--- src/hdl/vrrl_defines.svh ---
/*
  Constants of the voltage relay record logic: offsets, field positions,
  reset values and counts. Assumes inclusion by the package and the module.
*/
`ifndef VRRL_DEFINES_SVH
`define VRRL_DEFINES_SVH

`define VRRL_ADDR_LATCH_SEL 4'h0
`define VRRL_ADDR_BUTTON_SEL 4'h1
`define VRRL_ADDR_ROUTING 4'h2
`define VRRL_ADDR_PASSWORD 4'h3
`define VRRL_ADDR_REMOTE_KEY 4'h4
`define VRRL_ADDR_CONTROL 4'h5
`define VRRL_ADDR_STATUS 4'h6
`define VRRL_ADDR_REC0 4'h7
`define VRRL_ADDR_REC1 4'h8
`define VRRL_ADDR_REC8 4'hF

`define VRRL_LATCH_RESET 4'hA
`define VRRL_BUTTON_RESET 8'h00
`define VRRL_ROUTING_RESET 8'h00
`define VRRL_PASSWORD_RESET 8'h00

`define VRRL_BIT_OV_START 0
`define VRRL_BIT_OV_OP 1
`define VRRL_BIT_UV_START 2
`define VRRL_BIT_UV_OP 3
`define VRRL_BIT_BUTTON_FN 0

`define VRRL_CTRL_CLEAR 0
`define VRRL_CTRL_LINK_OK 1
`define VRRL_CTRL_LOCK 2

`define VRRL_VOLT_ZERO 10'h000
`define VRRL_VOLT_MAX 10'h3FF
`define VRRL_PCT_FULL 7'h64
`define VRRL_PCT_ZERO 7'h00
`define VRRL_COUNT_ZERO 8'h00
`define VRRL_ROLL_DIV 16'hF423
`define VRRL_DIGIT_ZERO 4'h0
`define VRRL_DIGIT_ONE 4'h1
`define VRRL_DIGIT_TWO 4'h2
`define VRRL_DIGIT_DASH 4'hF

`endif

--- src/hdl/vrrl_pkg.sv ---
/*
  Types of the voltage relay record logic.
  Assumes the defines header is found on the include path.
*/
package vrrl_pkg;
  `include "vrrl_defines.svh"

  typedef enum logic [1:0] {
    VRRL_PAIR_AB,
    VRRL_PAIR_BC,
    VRRL_PAIR_CA
  } vrrl_pair_t;

  typedef struct packed {
    logic ov_start;
    logic ov_op;
    logic uv_start;
    logic uv_op;
  } vrrl_stage_t;

  typedef struct packed {
    logic [3:0] digit_left;
    logic [3:0] digit_mid_l;
    logic [3:0] digit_mid_r;
    logic [3:0] digit_right;
  } vrrl_digits_t;

  typedef struct packed {
    logic [3:0] latch_sel;
    logic [7:0] button_sel;
    logic [7:0] routing;
    logic [7:0] password;
    logic unlocked;
    logic clear_pend;
    logic link_ok;
    logic [9:0] rec1_max;
    logic rec1_valid;
    logic rec1_frozen;
    logic [9:0] rec2_max;
    logic [9:0] rec3_min;
    logic rec3_valid;
    logic rec3_frozen;
    logic [9:0] rec4_min;
    logic [7:0] rec5_count;
    logic [7:0] rec6_count;
    logic [6:0] rec7_pct;
    logic [6:0] rec8_pct;
    vrrl_stage_t stage_d;
    vrrl_stage_t led;
    logic [7:0] roll;
    logic [15:0] roll_div;
    logic [1:0] btn_step_d;
    logic [7:0] rdata;
    logic [3:0] page;
    vrrl_pair_t pair;
    vrrl_digits_t digits;
  } vrrl_state_t;
endpackage

--- src/hdl/vrrl_core.sv ---
/*
  Voltage relay record logic: indicator latching, push-button functions,
  board routing, records 0..8, bus traffic monitor, password gate, display.
  Assumes stage signals, measured voltage and percentages come from the
  measuring stages on clock_i; buttons and remote reset come from pins.
*/
// Added by the designer: strobed register access and the register addresses.
`timescale 1ns/1ps
`include "vrrl_defines.svh"
module vrrl_core
  import vrrl_pkg::*;
(
  input wire logic clock_i, // 250 MHz clock
  input wire logic sys_rst_i, // Async reset, also supply loss
  input wire logic [3:0] addr_i, // Register address
  input wire logic [7:0] wdata_i, // Write data
  input wire logic wr_i, // Write strobe
  input wire logic rd_i, // Read strobe
  output logic [7:0] rdata_o, // Read data, cycle after strobe
  input wire logic remote_i, // Write comes from serial link
  input wire vrrl_stage_t stage_i, // Stage start/operate levels
  input wire logic [9:0] voltage_i, // Measured voltage, per unit scaled
  input wire logic [6:0] ov_pct_i, // Overvoltage elapsed percentage
  input wire logic [6:0] uv_pct_i, // Undervoltage elapsed percentage
  input wire logic [9:0] volt_ab_i, // Phase pair ab voltage
  input wire logic [9:0] volt_bc_i, // Phase pair bc voltage
  input wire logic [9:0] volt_ca_i, // Phase pair ca voltage
  input wire logic [2:0] block_i, // Blocking sources into undervoltage
  input wire logic step_btn_i, // Step push-button pin
  input wire logic reset_btn_i, // Reset push-button pin
  input wire logic remote_reset_i, // Remote reset pin
  output vrrl_stage_t led_o, // Indicator outputs
  output logic [2:0] start_route_o, // Routed outgoing starts
  output logic uv_blocked_o, // Undervoltage trip blocked
  output vrrl_digits_t digits_o, // Display digits
  output logic [2:0] pair_led_o // Phase pair indicator
);

  ////////////////////////////////////////////////////////////////////////
  // Pin synchronisers

  logic [2:0] sync1_r;
  logic [2:0] sync2_r;

  always_ff @(posedge clock_i or posedge sys_rst_i) begin
    if (sys_rst_i) begin
      sync1_r <= 3'h0;
      sync2_r <= 3'h0;
    end else begin
      sync1_r <= {remote_reset_i, reset_btn_i, step_btn_i};
      sync2_r <= sync1_r;
    end
  end

  logic step_s;
  logic reset_s;
  logic remote_rst_s;
  assign step_s = sync2_r[0];
  assign reset_s = sync2_r[1];
  assign remote_rst_s = sync2_r[2];

  ////////////////////////////////////////////////////////////////////////
  // Helpers

  function automatic logic [3:0] vrrl_digit(input logic [9:0] v, input logic [1:0] pos);
    logic [9:0] q;
    q = v;
    for (int i = 0; i < 3; i++) begin
      if (int'(pos) == i) begin
        return 4'(q % 10'd10);
      end
      q = q / 10'd10;
    end
    return `VRRL_DIGIT_ZERO;
  endfunction

  function automatic vrrl_digits_t vrrl_value(input logic [3:0] lead, input logic [9:0] v);
    vrrl_digits_t d;
    d.digit_left = lead;
    d.digit_mid_l = vrrl_digit(v, 2'd2);
    d.digit_mid_r = vrrl_digit(v, 2'd1);
    d.digit_right = vrrl_digit(v, 2'd0);
    return d;
  endfunction

  ////////////////////////////////////////////////////////////////////////
  // State

  vrrl_state_t st_r;
  vrrl_state_t st_nxt;

  logic both_btn;
  logic step_rise;
  logic manual_clear;
  logic erase;
  logic wr_ok;
  logic ov_start_rise;
  logic uv_start_rise;
  logic [9:0] pair_volt;

  always_comb begin
    st_nxt = st_r;
    both_btn = step_s && reset_s;
    step_rise = st_r.btn_step_d == 2'b01;
    // Clearing needs bit zero only; upper selector bits ignored
    manual_clear = reset_s || remote_rst_s ||
                   (st_r.button_sel[`VRRL_BIT_BUTTON_FN] && step_s);
    ov_start_rise = stage_i.ov_start && !st_r.stage_d.ov_start;
    uv_start_rise = stage_i.uv_start && !st_r.stage_d.uv_start;
    erase = both_btn || st_r.clear_pend;
    wr_ok = wr_i && (!remote_i || st_r.unlocked);

    st_nxt.stage_d = stage_i;
    st_nxt.btn_step_d = {st_r.btn_step_d[0], step_s};
    st_nxt.clear_pend = 1'b0;

    // Register writes
    if (wr_ok) begin
      case (addr_i)
        `VRRL_ADDR_LATCH_SEL: st_nxt.latch_sel = wdata_i[3:0];
        `VRRL_ADDR_BUTTON_SEL: st_nxt.button_sel = wdata_i;
        `VRRL_ADDR_ROUTING: st_nxt.routing = wdata_i;
        `VRRL_ADDR_PASSWORD: st_nxt.password = wdata_i;
        `VRRL_ADDR_CONTROL: begin
          st_nxt.clear_pend = wdata_i[`VRRL_CTRL_CLEAR];
          st_nxt.link_ok = wdata_i[`VRRL_CTRL_LINK_OK];
          if (wdata_i[`VRRL_CTRL_LOCK]) begin
            st_nxt.unlocked = 1'b0;
          end
        end
        default: ;
      endcase
    end
    // Password key accepted from the link even while locked
    if (wr_i && remote_i && addr_i == `VRRL_ADDR_REMOTE_KEY) begin
      st_nxt.unlocked = wdata_i == st_r.password;
    end

    // Indicators, generated per bit
    for (int i = 0; i < 4; i++) begin
      if (!st_r.latch_sel[i]) begin
        st_nxt.led[i] = stage_i[3 - i];
      end else if (stage_i[3 - i]) begin
        st_nxt.led[i] = 1'b1;
      end else if (manual_clear) begin
        st_nxt.led[i] = 1'b0;
      end
    end

    // Record 1: start-sequence maximum
    if (ov_start_rise) begin
      st_nxt.rec1_max = voltage_i;
      st_nxt.rec1_valid = 1'b1;
      st_nxt.rec1_frozen = 1'b0;
    end else if (stage_i.ov_op) begin
      st_nxt.rec1_frozen = 1'b1;
    end else if (stage_i.ov_start && !st_r.rec1_frozen && voltage_i > st_r.rec1_max) begin
      st_nxt.rec1_max = voltage_i;
    end
    // Record 3: start-sequence minimum
    if (uv_start_rise) begin
      st_nxt.rec3_min = voltage_i;
      st_nxt.rec3_valid = 1'b1;
      st_nxt.rec3_frozen = 1'b0;
    end else if (stage_i.uv_op) begin
      st_nxt.rec3_frozen = 1'b1;
    end else if (stage_i.uv_start && !st_r.rec3_frozen && voltage_i < st_r.rec3_min) begin
      st_nxt.rec3_min = voltage_i;
    end
    if (voltage_i > st_r.rec2_max) begin
      st_nxt.rec2_max = voltage_i;
    end
    if (voltage_i < st_r.rec4_min) begin
      st_nxt.rec4_min = voltage_i;
    end
    // 8-bit counters wrap naturally past 255
    if (ov_start_rise) begin
      st_nxt.rec5_count = st_r.rec5_count + 8'h01;
    end
    if (uv_start_rise) begin
      st_nxt.rec6_count = st_r.rec6_count + 8'h01;
    end
    // Percentages: restart at start, pinned at full after trip
    if (ov_start_rise) begin
      st_nxt.rec7_pct = `VRRL_PCT_ZERO;
    end else if (stage_i.ov_op) begin
      st_nxt.rec7_pct = `VRRL_PCT_FULL;
    end else if (stage_i.ov_start) begin
      st_nxt.rec7_pct = ov_pct_i;
    end
    if (uv_start_rise) begin
      st_nxt.rec8_pct = `VRRL_PCT_ZERO;
    end else if (stage_i.uv_op) begin
      st_nxt.rec8_pct = `VRRL_PCT_FULL;
    end else if (stage_i.uv_start) begin
      st_nxt.rec8_pct = uv_pct_i;
    end

    // Erase of records 1..8
    if (erase) begin
      st_nxt.rec1_max = `VRRL_VOLT_ZERO;
      st_nxt.rec1_valid = 1'b0;
      st_nxt.rec1_frozen = 1'b0;
      st_nxt.rec2_max = `VRRL_VOLT_ZERO;
      st_nxt.rec3_min = `VRRL_VOLT_MAX;
      st_nxt.rec3_valid = 1'b0;
      st_nxt.rec3_frozen = 1'b0;
      st_nxt.rec4_min = `VRRL_VOLT_MAX;
      st_nxt.rec5_count = `VRRL_COUNT_ZERO;
      st_nxt.rec6_count = `VRRL_COUNT_ZERO;
      st_nxt.rec7_pct = `VRRL_PCT_ZERO;
      st_nxt.rec8_pct = `VRRL_PCT_ZERO;
    end

    // Bus traffic monitor; divider slows the roll to a readable rate
    if (st_r.link_ok) begin
      st_nxt.roll = `VRRL_COUNT_ZERO;
      st_nxt.roll_div = 16'h0000;
    end else if (st_r.roll_div == `VRRL_ROLL_DIV) begin
      st_nxt.roll_div = 16'h0000;
      st_nxt.roll = st_r.roll + 8'h01;
    end else begin
      st_nxt.roll_div = st_r.roll_div + 16'h0001;
    end

    // Display paging on step press, unless both buttons held
    if (step_rise && !reset_s) begin
      if (st_r.page == 4'h8) begin
        st_nxt.page = 4'h0;
        case (st_r.pair)
          VRRL_PAIR_AB: st_nxt.pair = VRRL_PAIR_BC;
          VRRL_PAIR_BC: st_nxt.pair = VRRL_PAIR_CA;
          default: st_nxt.pair = VRRL_PAIR_AB;
        endcase
      end else begin
        st_nxt.page = st_r.page + 4'h1;
      end
    end

    case (st_r.pair)
      VRRL_PAIR_BC: pair_volt = volt_bc_i;
      VRRL_PAIR_CA: pair_volt = volt_ca_i;
      default: pair_volt = volt_ab_i;
    endcase

    case (st_r.page)
      4'h0: begin
        st_nxt.digits.digit_left = remote_rst_s ? `VRRL_DIGIT_ONE : `VRRL_DIGIT_ZERO;
        st_nxt.digits.digit_mid_l = `VRRL_DIGIT_ZERO;
        st_nxt.digits.digit_mid_r = `VRRL_DIGIT_ZERO;
        st_nxt.digits.digit_right = uv_blocked_o ? `VRRL_DIGIT_TWO : `VRRL_DIGIT_ZERO;
      end
      4'h1: st_nxt.digits = vrrl_value(4'h1, st_r.rec1_valid ? st_r.rec1_max : `VRRL_VOLT_ZERO);
      4'h2: st_nxt.digits = vrrl_value(4'h2, st_r.rec2_max);
      4'h3: begin
        if (st_r.rec3_valid) begin
          st_nxt.digits = vrrl_value(4'h3, st_r.rec3_min);
        end else begin
          st_nxt.digits = {4'h3, `VRRL_DIGIT_DASH, `VRRL_DIGIT_DASH, `VRRL_DIGIT_DASH};
        end
      end
      4'h4: st_nxt.digits = vrrl_value(4'h4, st_r.rec4_min);
      4'h5: st_nxt.digits = vrrl_value(4'h5, {2'b00, st_r.rec5_count});
      4'h6: st_nxt.digits = vrrl_value(4'h6, {2'b00, st_r.rec6_count});
      4'h7: st_nxt.digits = vrrl_value(4'h7, {3'b000, st_r.rec7_pct});
      default: st_nxt.digits = vrrl_value(4'h8, {3'b000, st_r.rec8_pct});
    endcase
    // Page 0 of measuring view shows the chosen phase pair voltage
    if (st_r.page == 4'h0 && !st_r.btn_step_d[1] && !remote_rst_s && !uv_blocked_o) begin
      st_nxt.digits = vrrl_value(`VRRL_DIGIT_ZERO, pair_volt);
    end

    // Read data
    case (addr_i)
      `VRRL_ADDR_LATCH_SEL: st_nxt.rdata = {4'h0, st_r.latch_sel};
      `VRRL_ADDR_BUTTON_SEL: st_nxt.rdata = st_r.button_sel;
      `VRRL_ADDR_ROUTING: st_nxt.rdata = st_r.routing;
      `VRRL_ADDR_CONTROL: st_nxt.rdata = {5'h00, !st_r.unlocked, st_r.link_ok, 1'b0};
      `VRRL_ADDR_STATUS: st_nxt.rdata = {4'h0, st_r.led};
      `VRRL_ADDR_REC0: st_nxt.rdata = {3'h0, remote_rst_s, 2'h0, uv_blocked_o, 1'b0};
      4'h8: st_nxt.rdata = st_r.rec1_max[9:2];
      4'h9: st_nxt.rdata = st_r.rec2_max[9:2];
      4'hA: st_nxt.rdata = st_r.rec3_min[9:2];
      4'hB: st_nxt.rdata = st_r.rec4_min[9:2];
      4'hC: st_nxt.rdata = st_r.rec5_count;
      4'hD: st_nxt.rdata = st_r.rec6_count;
      4'hE: st_nxt.rdata = {1'b0, st_r.rec7_pct};
      `VRRL_ADDR_REC8: st_nxt.rdata = {1'b0, st_r.rec8_pct};
      default: st_nxt.rdata = st_r.roll; // Password reads back as monitor
    endcase
    if (!rd_i) begin
      st_nxt.rdata = 8'h00;
    end
  end

  ////////////////////////////////////////////////////////////////////////
  // Routing; switches 3 and 5 left unused

  assign start_route_o = {st_r.routing[2] & stage_i.uv_start,
                          st_r.routing[1] & stage_i.ov_start,
                          st_r.routing[0] & (stage_i.ov_start | stage_i.uv_start)};
  assign uv_blocked_o = |({st_r.routing[7], st_r.routing[6], st_r.routing[4]} & block_i);

  always_ff @(posedge clock_i or posedge sys_rst_i) begin
    if (sys_rst_i) begin
      st_r <= '0;
      st_r.latch_sel <= `VRRL_LATCH_RESET;
      st_r.button_sel <= `VRRL_BUTTON_RESET;
      st_r.routing <= `VRRL_ROUTING_RESET;
      st_r.password <= `VRRL_PASSWORD_RESET;
      st_r.rec3_min <= `VRRL_VOLT_MAX;
      st_r.rec4_min <= `VRRL_VOLT_MAX;
      st_r.pair <= VRRL_PAIR_AB;
    end else begin
      st_r <= st_nxt;
    end
  end

  assign rdata_o = st_r.rdata;
  assign led_o = st_r.led;
  assign digits_o = st_r.digits;
  assign pair_led_o = {st_r.pair == VRRL_PAIR_CA, st_r.pair == VRRL_PAIR_BC, st_r.pair == VRRL_PAIR_AB};

endmodule

--- config.mk ---
export PLATFORM = sky130hd
export DESIGN_NAME = vrrl_core
export DESIGN_NICKNAME = d
export VERILOG_FILES = /design/src/hdl/vrrl_pkg.sv /design/src/hdl/vrrl_core.sv
export VERILOG_INCLUDE_DIRS = /design/src /design/src/hdl
export SDC_FILE = /design/constraint.sdc
export NUM_CORES = 1
export LEC_CHECK = 0
export ABC_CLOCK_PERIOD_IN_PS = 5660
export BUFFER_PORTS_ARGS = -buffer_cell sky130_fd_sc_hd__buf_2
export CAP_MARGIN = 40
export CORE_ASPECT_RATIO = 0.8
export CORE_MARGIN = 2
export CORE_UTILIZATION = 40
export DETAILED_ROUTE_END_ITERATION = 12
export HOLD_SLACK_MARGIN = 0.05
export PLACE_DENSITY_LB_ADDON = 0.05
export SLEW_MARGIN = 20
export SYNTH_ARGS = -nofsm -noshare
export SYNTH_HDL_FRONTEND = slang
export SYNTH_SLANG_ARGS = --single-unit
export TNS_END_PERCENT = 100
--- constraint.sdc ---
create_clock -name clock_i -period 5.66 [get_ports clock_i]
set_input_delay 0.566 -clock clock_i [delete_from_list [all_inputs] [get_ports clock_i]]
set_output_delay 0.566 -clock clock_i [all_outputs]
set_load 0.01 [all_outputs]
==> impl_metrics.yaml <==
run_status:
  status: "finished, violations left"
  failed_checks: "DRC, setup timing"
global_route:
  grt.total_usage_pct: 26.9
  grt_max_degree: 96
  gr-total-overflow: 0
  antenna_found_initial: 0
  grt_pass1_vias: 14700
  grt_pass1_wl_um: 83900
synthesis:
  async_reset_ff_share_pct: 100
  synth_cell_type_count: 103
  synth_area_leaders: "dfrtp_1 (25%), ha_1 (6.0%), a21oi_1 (4.2%)"
  netlist_instances: 1867
  synth_seq_cells: 173
  yosysTopAreaCellShare_pct: 24.9
  ys_seq_area_share_pct: 28.7
  yosysWarningCount: 0
  syn_nets: 2021
  synth_top_cell_by_area: "dfrtp_1"
  synthFlopType: "dfrtp_1"
  synth_area_um2: 15200
  synth-edff-count: 0
  syn_avg_cell_area_um2: 8.13
cts:
  clk_latency_ps: 450
  cts_hold_buffers: 0
  cts-root-buf: "clkbuf_16"
  cts.path.max_buffers: 2
  clock-sinks: 173
  numCtsBuffers: 17
  cts_tree: "built"
  htree_num_levels: 4
  clkTransAtPathRegs_ps: 70
timing:
  holdWs_ps: 217
  finClkSkew_ps: 10.7
  max_clock_freq_mhz: 175
  final-setup-viol-count: 3
  fin_crit_sh_pct: 101
  tightest_slew_ps: 729
  max_slew_margin_pct: 51.1
  period_minus_slack_ps: 5710
  slew_violations: 0
  hold_violations: 0
  setup_slack_ps: -47.9
  rsz0062_at_grt: "yes"
drt:
  wl_um: 53900
  vias: 15700
  wl_per_cell_um: 20.4
  routed_via_density: 5.96
  drc: 7
  drtAntennaViolNets: 0
  dr.pass1.iters: 9
  drt_iter0_markers: 1424
cells_and_area:
  antenna_cells: 0
  design_area_um2: 19100
  layout.nets: 2295
  finish.utilization_pct: 51.4
  mostFrequentLayoutCells: "buf_4 (266), nor2_1 (152), nand2_1 (152)"
  final_common_cell: "buf_4"
  drive_gt1_share_pct: 30.3
  fillCellCount: 3621
  area_growth_pct: 25.8
floorplan:
  start_util_pct: 40.8
  die_h_um: 178
  die_w_um: 222
  core-area_um2: 37200
  dieArea_um2: 39500
  core.rowCount: 63
  ios: 116
place:
  dp_hpwl_um: 40800
  place_congestion: 0.914
  io_buffers: 115
  dp_slack_ps: -234
  place_area_um2: 17800
run:
  maxCapViolCount: 0
critical_path:
  end_kind: "flop"
  r2r_cells: 27
  arrival_ps: 6040
  critical_path.startpoint_type: "flop"
  crit-reg2reg-launch: "st_r[17]"
  required_ps: 6000
  critPathKind: "flop to flop"
  cp_max_fo: 6
  crit_path_start: "st_r[17]"
  r2r_slack_ps: -50
  crit_path_end: "digits_o[6]"
  rr_endpoint: "digits_o[6]"
min_path:
  hold_class: "input port to async pin"
power_and_ir_drop:
  pwr_density_cell_nw_per_um2: 671
  ir_worst_vdd_uv: 381
  cellLeakagePower_nw: 8.44
stage by stage:
stage | setup TNS [ps] | instances | total power [mW]
floorplan | -71.6 | 1867 | 7.39
global placement | -817 | 2581 | 10.7
detailed placement | -708 | 2586 | 10.8
CTS | -26.8 | 2624 | 12.2
global route | -900 | 2641 | 13.8
finish | -64.8 | 2641 | 12.8
registers in the layout, summed over array words and instances (netlist names):
register	flops
led_o	4
digits_o	16
sync2_r	3
st_nxt	1
st_r	138
rdata_o	8
sync1_r	3
metal layers:
metal	vias to the layer above	share of wire [%]	global-route usage (%)	wire, µm
met5	-	0	0	0
met2	564	41	38.8	22000
met1	7626	51	41.3	27400
met4	0	1.6	5.57	880
met3	60	6.6	4.71	3560
li1	7482	-	-	-
cell usage after synthesis (11+ instances only):
cell type,number
a211oi_1,34
a21boi_0,11
a21o_1,22
a21oi_1,127
a22o_1,20
a22oi_1,36
a31oi_1,31
and2_1,18
and3_1,18
buf_2,21
buf_4,32
clkbuf_1,81
dfrtp_1,151
dfstp_2,22
ha_1,73
inv_1,74
mux2_2,40
mux2i_1,32
nand2_1,156
nand2b_1,20
nand3_1,52
nand4_1,23
nor2_1,159
nor2b_1,32
nor3_1,76
nor4_1,13
o211ai_1,29
o21a_1,15
o21ai_0,113
o22ai_1,15
o31ai_1,12
o32ai_1,12
or2_2,11
xnor2_1,42
xor2_1,29
cell type report:
type                       count  area [µm²]  area share (%)
clock buffer                  19         443            2.32
clock inverter                13         134           0.701
inverter                      77         294            1.54
multi-input combinational   1471       10400            54.6
sequential                   173        4360            22.8
tap                          487         609            3.19
timing repair buffer         401        2840            14.8
critical path: stages (launching register included):
cell and delay [ps]:
dfrtp_1 380, inv_2 80, ha_4 310, buf_6 120, nor2_2 50, a21o_1 190, maj3_2 340, o22ai_2 170
mux2i_1 100, mux2_4 320, mux2_4 340, buf_6 130, nor3b_4 150, a2111oi_4 340, a21boi_2 120, o21ai_2 180
a22oi_2 120, inv_2 110, ha_4 130, nand4_1 80, a311oi_2 210, a41o_1 120, a311oi_1 50, or4_1 480
a311o_1 320, a211oi_4 250, mux2i_1 110, a211o_1 300
repair_timing:
item,CTS,global route
endpoints found under the setup margin,4,7
cloned,0,2
setup buffers,6,14
resized for setup,37,100
pin swaps,20,31
endpoints found under the hold margin,0,0
worst min-delay path by stage:
| stage | from | endpoint | slack, ps | depth (start not counted) |
|---|---|---|---|---|
| global route | remote_reset_i | sync1_r[2] | 190 | 1 |
| global placement | sync1_r[0] | sync2_r[0] | 340 | 0 |
| detailed placement | sync1_r[0] | sync2_r[0] | 340 | 0 |
| CTS | remote_reset_i | sync1_r[2] | 190 | 1 |
| finish | sys_rst_i | st_r[42] | 220 | 2 |
| floorplan | sync1_r[0] | sync2_r[0] | 330 | 0 |
cells by family (layout without fill, tap and decap cells):
kind of cell	after synthesis	count (layout)	synth area share, %
simple gates	637	637	20.9
xor+xnor	71	71	4.10
buf+inv	223	510	6.58
fa+ha+maj	76	76	6.22
compound gates	612	612	28.1
flops	173	173	28.7
mux	75	75	5.42
power breakdown:
part	internal (mW)	switching, mW	leakage (nW)
registers	1.52	0.314	2.18
clock network	0.630	0.575	0.277
logic	4.60	5.17	5.98
No activity file was read; power rests on OpenSTA's default activity.
